## src/core/frl_pkg.sv

```systemverilog
/*
  Constants, register map and command codes of the flash read and
  hard lock block.
  Assumes a 32-bit AHB-Lite slave port and a byte-wide flash array port.
*/
// Contract
// - A program-memory load returns one flash byte; no key needed.
// - Writing 0110 in command bits 7..4 while keyed sets hard lock.
// - While hard lock holds, every user write and erase is refused.
// - Only a tool-mode chip erase clears hard lock; the code also clears it on srst.
// - Writing A1 while keyed starts a sector erase of the sector address.
// - Writing 51 while keyed arms one byte program by the next store.
// - Command bit 3 reports a failed sector erase.
package frl_pkg;
  localparam logic [7:0] ADDR_CMD = 8'h00;
  localparam logic [7:0] ADDR_KEY = 8'h04;
  localparam logic [7:0] ADDR_SECH = 8'h08;
  localparam logic [7:0] ADDR_SECL = 8'h0C;
  localparam logic [7:0] ADDR_PADR = 8'h10;
  localparam logic [7:0] ADDR_PDAT = 8'h14;
  localparam logic [7:0] ADDR_STAT = 8'h18;
  localparam logic [7:0] ADDR_IEN = 8'h1C;
  localparam logic [7:0] KEY_VALUE = 8'hA5;
  localparam logic [3:0] LOCK_NIB = 4'h6;
  localparam logic [7:0] CMD_LOCK = 8'h61;
  localparam logic [7:0] CMD_ERASE = 8'hA1;
  localparam logic [7:0] CMD_PROG = 8'h51;
  localparam int FAIL_BIT = 3;
  localparam int EV_READ = 0;
  localparam int EV_DONE = 1;
  localparam int EV_REFUSED = 2;
  localparam int NUM_EV = 3;
  typedef enum logic [1:0] {
    FRL_IDLE = 2'b00,
    FRL_READ = 2'b01,
    FRL_ERASE = 2'b10,
    FRL_PROG = 2'b11
  } frl_state_t;
endpackage

```

## src/core/frl_ctrl.sv

```systemverilog
/*
  Flash read and hard lock controller with an AHB-Lite register slave.
  Assumes a byte-wide flash array that answers with a done pulse, and a
  tool-mode chip erase pulse from the tool interface logic.
*/
// Our own choices: the register offsets and the AHB-Lite interface to the registers.
`timescale 1ns/100ps
module frl_ctrl (
  input wire logic clk,
  input wire logic srst,
  input wire logic hsel,
  input wire logic [7:0] haddr,
  input wire logic [1:0] htrans,
  input wire logic hwrite,
  input wire logic [2:0] hsize,
  input wire logic [31:0] hwdata,
  input wire logic hready,
  output logic hreadyout,
  output logic hresp,
  output logic [31:0] hrdata,
  input wire logic tool_chip_erase,
  output logic fl_req,
  output logic fl_write,
  output logic fl_erase,
  output logic [15:0] fl_addr,
  output logic [7:0] fl_wdata,
  input wire logic [7:0] fl_rdata,
  input wire logic fl_done,
  input wire logic fl_fail,
  output logic hard_lock,
  output logic irq
);
  // ----------------------------------------------------------------
  // Bus address phase capture
  // ----------------------------------------------------------------
  logic ap_wr_q, ap_wr_d, ap_rd_q, ap_rd_d;
  logic [7:0] ap_addr_q, ap_addr_d;
  logic start;
  logic [7:0] wb;
  assign start = hsel & hready & htrans[1];
  assign wb = hwdata[7:0];
  always_comb begin
    ap_wr_d = start & hwrite;
    ap_rd_d = start & ~hwrite;
    ap_addr_d = start ? haddr : ap_addr_q;
  end
  always_ff @(posedge clk) begin
    if (srst) begin
      ap_wr_q <= 1'b0;
      ap_rd_q <= 1'b0;
      ap_addr_q <= 8'h00;
    end else begin
      ap_wr_q <= ap_wr_d;
      ap_rd_q <= ap_rd_d;
      ap_addr_q <= ap_addr_d;
    end
  end
  logic wr_cmd, wr_key, wr_padr, wr_pdat, wr_stat, rd_pdat;
  assign wr_cmd = ap_wr_q & (ap_addr_q == frl_pkg::ADDR_CMD);
  assign wr_key = ap_wr_q & (ap_addr_q == frl_pkg::ADDR_KEY);
  assign wr_padr = ap_wr_q & (ap_addr_q == frl_pkg::ADDR_PADR);
  assign wr_pdat = ap_wr_q & (ap_addr_q == frl_pkg::ADDR_PDAT);
  assign wr_stat = ap_wr_q & (ap_addr_q == frl_pkg::ADDR_STAT);
  assign rd_pdat = ap_rd_q & (ap_addr_q == frl_pkg::ADDR_PDAT);
  // ----------------------------------------------------------------
  // Registers and sequencer
  // ----------------------------------------------------------------
  logic [7:0] cmd_q, cmd_d, key_q, key_d, sech_q, sech_d, secl_q, secl_d;
  logic [15:0] padr_q, padr_d;
  logic [7:0] rbyte_q, rbyte_d;
  logic [2:0] ien_q, ien_d;
  logic lock_q, lock_d, armed_q, armed_d, busy_d, rdv_q, rdv_d;
  frl_pkg::frl_state_t st_q, st_d;
  logic keyed, ev_read, ev_done, ev_ref;
  logic req_d, fwr_d, fer_d;
  logic [15:0] fadr_d;
  logic [7:0] fwd_d;
  logic req_q, fwr_q, fer_q;
  logic [15:0] fadr_q;
  logic [7:0] fwd_q;
  assign keyed = (key_q == frl_pkg::KEY_VALUE);
  always_comb begin
    cmd_d = cmd_q;
    key_d = wr_key ? wb : key_q;
    sech_d = (ap_wr_q && ap_addr_q == frl_pkg::ADDR_SECH) ? wb : sech_q;
    secl_d = (ap_wr_q && ap_addr_q == frl_pkg::ADDR_SECL) ? wb : secl_q;
    padr_d = wr_padr ? hwdata[15:0] : padr_q;
    ien_d = (ap_wr_q && ap_addr_q == frl_pkg::ADDR_IEN) ? hwdata[2:0] : ien_q;
    rbyte_d = rbyte_q;
    lock_d = lock_q;
    armed_d = armed_q;
    st_d = st_q;
    req_d = 1'b0;
    fwr_d = 1'b0;
    fer_d = 1'b0;
    fadr_d = fadr_q;
    fwd_d = fwd_q;
    ev_read = 1'b0;
    ev_done = 1'b0;
    ev_ref = 1'b0;
    // Writing zero releases the command modes, never the lock
    if (wr_cmd && wb == 8'h00) begin
      cmd_d = 8'h00;
      armed_d = 1'b0;
    end else if (wr_cmd && keyed) begin
      cmd_d = {wb[7:4], cmd_q[frl_pkg::FAIL_BIT], wb[2:0]};
      if (wb[7:4] == frl_pkg::LOCK_NIB) begin
        lock_d = 1'b1;
      end else if (lock_q && (wb == frl_pkg::CMD_ERASE ||
                              wb == frl_pkg::CMD_PROG)) begin
        ev_ref = 1'b1;
      end else if (wb == frl_pkg::CMD_ERASE && st_q == frl_pkg::FRL_IDLE) begin
        st_d = frl_pkg::FRL_ERASE;
        req_d = 1'b1;
        fer_d = 1'b1;
        fadr_d = {sech_q, secl_q};
        cmd_d[frl_pkg::FAIL_BIT] = 1'b0;
      end else if (wb == frl_pkg::CMD_PROG) begin
        armed_d = 1'b1;
      end
    end
    if (!keyed) begin
      armed_d = 1'b0;
    end
    // Store through the data window after arming programs one byte
    if (wr_pdat && st_q == frl_pkg::FRL_IDLE) begin
      if (armed_q && keyed && !lock_q &&
          padr_q[15:7] == {sech_q, secl_q[7]}) begin
        st_d = frl_pkg::FRL_PROG;
        req_d = 1'b1;
        fwr_d = 1'b1;
        fadr_d = padr_q;
        fwd_d = wb;
        armed_d = 1'b0;
      end else if (armed_q) begin
        ev_ref = 1'b1;
        armed_d = 1'b0;
      end
    end
    // Load from program memory, no key checked
    if (wr_padr && st_q == frl_pkg::FRL_IDLE) begin
      st_d = frl_pkg::FRL_READ;
      req_d = 1'b1;
      fadr_d = hwdata[15:0];
    end
    if (fl_done && st_q != frl_pkg::FRL_IDLE) begin
      st_d = frl_pkg::FRL_IDLE;
      ev_done = (st_q != frl_pkg::FRL_READ);
      if (st_q == frl_pkg::FRL_READ) begin
        rbyte_d = fl_rdata;
        ev_read = 1'b1;
      end
      if (st_q == frl_pkg::FRL_ERASE) begin
        cmd_d[frl_pkg::FAIL_BIT] = fl_fail;
      end
    end
    if (tool_chip_erase) begin
      lock_d = 1'b0;
    end
  end
  assign busy_d = (st_d != frl_pkg::FRL_IDLE);
  assign rdv_d = ev_read | (rdv_q & ~rd_pdat & ~wr_padr);
  always_ff @(posedge clk) begin
    if (srst) begin
      cmd_q <= 8'h00;
      key_q <= 8'h00;
      sech_q <= 8'h00;
      secl_q <= 8'h00;
      padr_q <= 16'h0000;
      rbyte_q <= 8'h00;
      ien_q <= 3'h0;
      lock_q <= 1'b0;
      armed_q <= 1'b0;
      rdv_q <= 1'b0;
      st_q <= frl_pkg::FRL_IDLE;
      req_q <= 1'b0;
      fwr_q <= 1'b0;
      fer_q <= 1'b0;
      fadr_q <= 16'h0000;
      fwd_q <= 8'h00;
    end else begin
      cmd_q <= cmd_d;
      key_q <= key_d;
      sech_q <= sech_d;
      secl_q <= secl_d;
      padr_q <= padr_d;
      rbyte_q <= rbyte_d;
      ien_q <= ien_d;
      lock_q <= lock_d;
      armed_q <= armed_d;
      rdv_q <= rdv_d;
      st_q <= st_d;
      req_q <= req_d;
      fwr_q <= fwr_d;
      fer_q <= fer_d;
      fadr_q <= fadr_d;
      fwd_q <= fwd_d;
    end
  end
  // ----------------------------------------------------------------
  // Events and interrupt
  // ----------------------------------------------------------------
  logic [2:0] stat;
  frl_sticky u_sticky (
    .clk(clk),
    .srst(srst),
    .event_in({ev_ref, ev_done, ev_read}),
    .clear_in(wr_stat ? hwdata[2:0] : 3'h0),
    .mask_in(ien_q),
    .status(stat),
    .irq(irq)
  );
  // ----------------------------------------------------------------
  // Read data mux
  // ----------------------------------------------------------------
  logic [31:0] rd_d, rd_q;
  always_comb begin
    rd_d = 32'h0000_0000;
    if (start && !hwrite) begin
      case (haddr)
        frl_pkg::ADDR_CMD: rd_d = {24'h0, cmd_d};
        frl_pkg::ADDR_KEY: rd_d = {24'h0, key_d};
        frl_pkg::ADDR_SECH: rd_d = {24'h0, sech_d};
        frl_pkg::ADDR_SECL: rd_d = {24'h0, secl_d};
        frl_pkg::ADDR_PADR: rd_d = {16'h0, padr_d};
        frl_pkg::ADDR_PDAT: rd_d = {22'h0, busy_d, rdv_d, rbyte_d};
        frl_pkg::ADDR_STAT: rd_d = {28'h0, lock_d, stat};
        frl_pkg::ADDR_IEN: rd_d = {29'h0, ien_d};
        default: rd_d = 32'h0000_0000;
      endcase
    end
  end
  always_ff @(posedge clk) begin
    if (srst) begin
      rd_q <= 32'h0000_0000;
    end else begin
      rd_q <= rd_d;
    end
  end
  assign hrdata = rd_q;
  assign hreadyout = 1'b1;
  assign hresp = 1'b0;
  assign fl_req = req_q;
  assign fl_write = fwr_q;
  assign fl_erase = fer_q;
  assign fl_addr = fadr_q;
  assign fl_wdata = fwd_q;
  assign hard_lock = lock_q;
  // ----------------------------------------------------------------
  // Checks
  // ----------------------------------------------------------------
  property p_lock_set;
    @(posedge clk) disable iff (srst)
      (wr_cmd && keyed && wb[7:4] == frl_pkg::LOCK_NIB && !tool_chip_erase)
      |=> hard_lock;
  endproperty
  a_lock_set: assert property (p_lock_set) else $error("lock not set");
  property p_no_write_locked;
    @(posedge clk) disable iff (srst)
      $past(lock_q) && lock_q |-> !(fl_req && (fl_write || fl_erase));
  endproperty
  a_no_write_locked: assert property (p_no_write_locked)
    else $error("flash change while locked");
  property p_lock_hold;
    @(posedge clk) disable iff (srst)
      hard_lock && !tool_chip_erase |=> hard_lock;
  endproperty
  a_lock_hold: assert property (p_lock_hold) else $error("lock lost");
  property p_lock_clear;
    @(posedge clk) disable iff (srst)
      tool_chip_erase |=> !hard_lock;
  endproperty
  a_lock_clear: assert property (p_lock_clear) else $error("lock kept");
  property p_unkeyed;
    @(posedge clk) disable iff (srst)
      wr_cmd && !keyed && wb != 8'h00 |=> $stable(cmd_q) && !fer_q;
  endproperty
  a_unkeyed: assert property (p_unkeyed) else $error("unkeyed cmd");
  property p_read;
    @(posedge clk) disable iff (srst)
      wr_padr && st_q == frl_pkg::FRL_IDLE |=> fl_req && !fl_write &&
        !fl_erase && fl_addr == $past(hwdata[15:0]);
  endproperty
  a_read: assert property (p_read) else $error("read not issued");
  property p_erase;
    @(posedge clk) disable iff (srst)
      wr_cmd && keyed && !lock_q && wb == frl_pkg::CMD_ERASE &&
      st_q == frl_pkg::FRL_IDLE |=> fl_erase && fl_addr == {sech_q, secl_q};
  endproperty
  a_erase: assert property (p_erase) else $error("erase not issued");
  property p_fail;
    @(posedge clk) disable iff (srst)
      fl_done && st_q == frl_pkg::FRL_ERASE |=>
        cmd_q[frl_pkg::FAIL_BIT] == $past(fl_fail);
  endproperty
  a_fail: assert property (p_fail) else $error("fail bit wrong");
  property p_prog;
    @(posedge clk) disable iff (srst)
      fwr_q |-> fl_req && $past(armed_q);
  endproperty
  a_prog: assert property (p_prog) else $error("unarmed program");
  c_lock: cover property (@(posedge clk) disable iff (srst) $rose(lock_q));
  c_read: cover property (@(posedge clk) disable iff (srst) ev_read);
  c_ref: cover property (@(posedge clk) disable iff (srst) ev_ref);
endmodule // frl_ctrl

```

## src/core/frl_sticky.sv

```systemverilog
/*
  Sticky event bits, write-one-to-clear, masked onto one interrupt.
  Assumes events and clears come from the same clock.
*/
`timescale 1ns/100ps
module frl_sticky (
  input wire logic clk,
  input wire logic srst,
  input wire logic [frl_pkg::NUM_EV-1:0] event_in,
  input wire logic [frl_pkg::NUM_EV-1:0] clear_in,
  input wire logic [frl_pkg::NUM_EV-1:0] mask_in,
  output logic [frl_pkg::NUM_EV-1:0] status,
  output logic irq
);
  logic [frl_pkg::NUM_EV-1:0] stat_q, stat_d;
  logic irq_q, irq_d;
  genvar i;
  for (i = 0; i < frl_pkg::NUM_EV; i++) begin : g_bit
    // Set wins over a clear in the same cycle
    always_comb begin
      stat_d[i] = event_in[i] | (stat_q[i] & ~clear_in[i]);
    end
  end
  always_comb begin
    irq_d = |(stat_d & mask_in);
  end
  always_ff @(posedge clk) begin
    if (srst) begin
      stat_q <= '0;
      irq_q <= 1'b0;
    end else begin
      stat_q <= stat_d;
      irq_q <= irq_d;
    end
  end
  assign status = stat_q;
  assign irq = irq_q;
endmodule // frl_sticky

```

## config.mk

```make
export PLATFORM = sky130hd
export DESIGN_NAME = frl_ctrl
export DESIGN_NICKNAME = d
export VERILOG_FILES = /design/src/core/frl_pkg.sv /design/src/core/frl_ctrl.sv /design/src/core/frl_sticky.sv
export SDC_FILE = /design/constraint.sdc
export NUM_CORES = 1
export LEC_CHECK = 0
export BUFFER_PORTS_ARGS = -buffer_cell sky130_fd_sc_hd__buf_2
export CORE_MARGIN = 2
export CORE_UTILIZATION = 50
export CTS_BUF_LIST = sky130_fd_sc_hd__clkbuf_8
export DETAILED_ROUTE_END_ITERATION = 10
export PLACE_DENSITY = 0.74
export SYNTH_ARGS = -nofsm -noshare
export SYNTH_HDL_FRONTEND = slang
export SYNTH_SLANG_ARGS = --single-unit
```

## constraint.sdc

```tcl
create_clock -name clk -period 5 [get_ports clk]
set_input_delay 0.25 -clock clk [delete_from_list [all_inputs] [get_ports clk]]
set_output_delay 0.25 -clock clk [all_outputs]
set_load 0.01 [all_outputs]
```

==> results.ini <==
[cts]
cts_resized=0
cts_setup_buffers=0
insertion_delay_ns=0.45
cts_buffers=17
postCtsHoldBufs=0
clk_pin_slew_ns=0.07
cts_sinks=121
cts-root-buf=clkbuf_8
cts_buffer_depth=2
tritoncts=built
htreeDepth=4

[placement]
gp_routability_congestion=0.9213
post-place-ws_ns=2.037
place_inst=843
hpwl_um=12000
portBuffers=85
dpl-instance-area_mm2=0.006248

[routing]
drt_wl_total_um=17890
antenna_left=0
dr.first_iter.drc_count=613
highest_layer=met4
routed-wl-met2_um=7970
vias=5500
dr.pass1.iters=5
drc=0
drt-met1-wl_um=7985
wl_met3_um=1360
wire_per_inst_um=20.52
vias_per_cell=6.307

[layout]
final_nets=780
mostFrequentLayoutCell=dfxtp_1
mostFrequentLayoutCells=dfxtp_1, buf_2, a21oi_1
fin_cells=872
synthToLayoutAreaGrowth_pct=11.50
design_area_mm2=0.006578
drive_gt1_frac=0.2016
insertedDiodeCount=0
final_util=0.5736

[floorplan]
die_w_um=112.6
num_io_pins=124
die_area_mm2=0.01268
start_util=0.5145
die_h_um=112.6
core_mm2=0.01147
fp-row-count=39

[sta]
fin_crit_ns=3.055
max_slew.worst_pin.slew_ns=1.203
hold_violations=0
setup_ws_ns=1.945
setup_viol=0
timing.final.crit_share=0.6110
max_slew_margin=0.1917
slew_viol_final=0
tns_ns=0
fmax_mhz=327.3
grt_setup_unrepaired=no
hold_slack_ns=0.02607
fin_worst_skew_ns=0.01294

[synth]
avgSynthCellArea_um2=8.858
synth_area_mm2=0.005899
synthMuxAreaShare=0.05938
synth_compound_area_frac=0.2333
synthCells=666
synth-xor-area-share=0.01336
yosys.area_share.simple=0.2115
ys_types=62
ys_seq_area_frac=0.4106
synth_top_family_by_area=compound AO/OA/AOI/OAI gates
synth_edf_count=0
synthArstFlopShare=0
ys.warnings.count=0
synthAdderAreaFrac=0
ys_ff_latch=121
synth_ff_type=dfxtp_1

[setup_path]
end_kind=register
critical_path.cell_chain=nor4bb_1 -> nand2_1 -> nor3_4 -> a211o_1 -> a32o_1
slowest_delay_ns=0.82
cp.arrival_ns=3.44
critPathTopFamily=simple AND/OR/NAND/NOR gates
path_depth=5
reg2regPathDepth=5
path_max_fanout=22
path_buf_inv=0
cp.required_ns=5.39
slowest_stage=nor3_4
critPathKind=reg -> reg
startpoint_type=register

[pwr]
ir_drop_mv=0.2203
p_leak_nw=2.604
power_mw=1.850
powerDensity_mw_per_mm2=281.3

[flow_run]
maxCapViolCount=0

[global_route]
grt_overflow=0
grt_max_degree=82
grt_pass1_vias=5234
track_usage=0.2803
grt_pass1_wl_um=27910
antenna_found_initial=0

[hold_path]
hp-class=in -> reg
hold_depth=2

[run_status]
outcome=complete, no violations

## worst reg2reg max path: stages, from the launching register on
cell and delay, ns:
dfxtp_1 0.34, nor4bb_1 0.70, nand2_1 0.74, nor3_4 0.83
a211o_1 0.24, a32o_1 0.16
## cell families after synthesis
group / Yosys count
buf+inv: 78
compound gates: 201
flops: 121
other cells: 2
simple gates: 220
xor+xnor: 9
mux: 35
## report_power, final
part | internal (mW) | switching, mW | total (mW)
Sequential | 0.966 | 0.00486 | 0.971
Combinational | 0.0280 | 0.0802 | 0.108
Clock | 0.396 | 0.375 | 0.771
Total | 1.39 | 0.460 | 1.85
## metal layers
metal	vias to the layer above	track usage
met5	-	0
met4	0	0.1317
met3	42	0.05724
met2	277	0.4339
met1	2625	0.3758
li1	2556	-
## cell usage after synthesis, types with 6 or more instances
cell type | n | share of area
dfxtp_1 | 121 | 0.41
a21oi_1 | 62 | 0.053
nor2_1 | 50 | 0.032
clkbuf_1 | 40 | 0.025
nand4_1 | 39 | 0.041
nand2_1 | 36 | 0.023
mux2i_1 | 35 | 0.059
o21ai_0 | 25 | 0.021
o31ai_1 | 25 | 0.032
buf_4 | 20 | 0.025
o31a_1 | 16 | 0.024
nor2b_1 | 11 | 0.012
a211o_1 | 10 | 0.015
nor3_1 | 10 | 0.0085
a31oi_1 | 9 | 0.0095
a32o_1 | 9 | 0.015
nand3_1 | 9 | 0.0076
nor4_1 | 9 | 0.0095
or2_2 | 9 | 0.0095
xnor2_1 | 9 | 0.013
and3_1 | 8 | 0.0085
a211oi_1 | 7 | 0.0089
a21boi_0 | 7 | 0.0089
o21ba_2 | 7 | 0.012
buf_2 | 6 | 0.0051
## worst paths after layout
check / start / slack (ns) / endpoint
setup reg to reg: key_q[2] / 1.95 / fl_addr[11]
setup / recovery: key_q[2] / 1.95 / fl_addr[11]
hold reg to reg: u_sticky.status[1] / 0.49 / u_sticky.status[1]
hold / removal: hwrite / 0.03 / ap_rd_q
## cell type report
cell class	instances	area, µm²
inverter	2	7.507
multi-input combinational	483	3147
clock buffer	19	261.5
timing repair buffer	94	493.0
fill	1050	4890
sequential	121	2422
tap	143	178.9
clock inverter	10	67.56
Note: power is estimated with default switching activity, not from simulation.
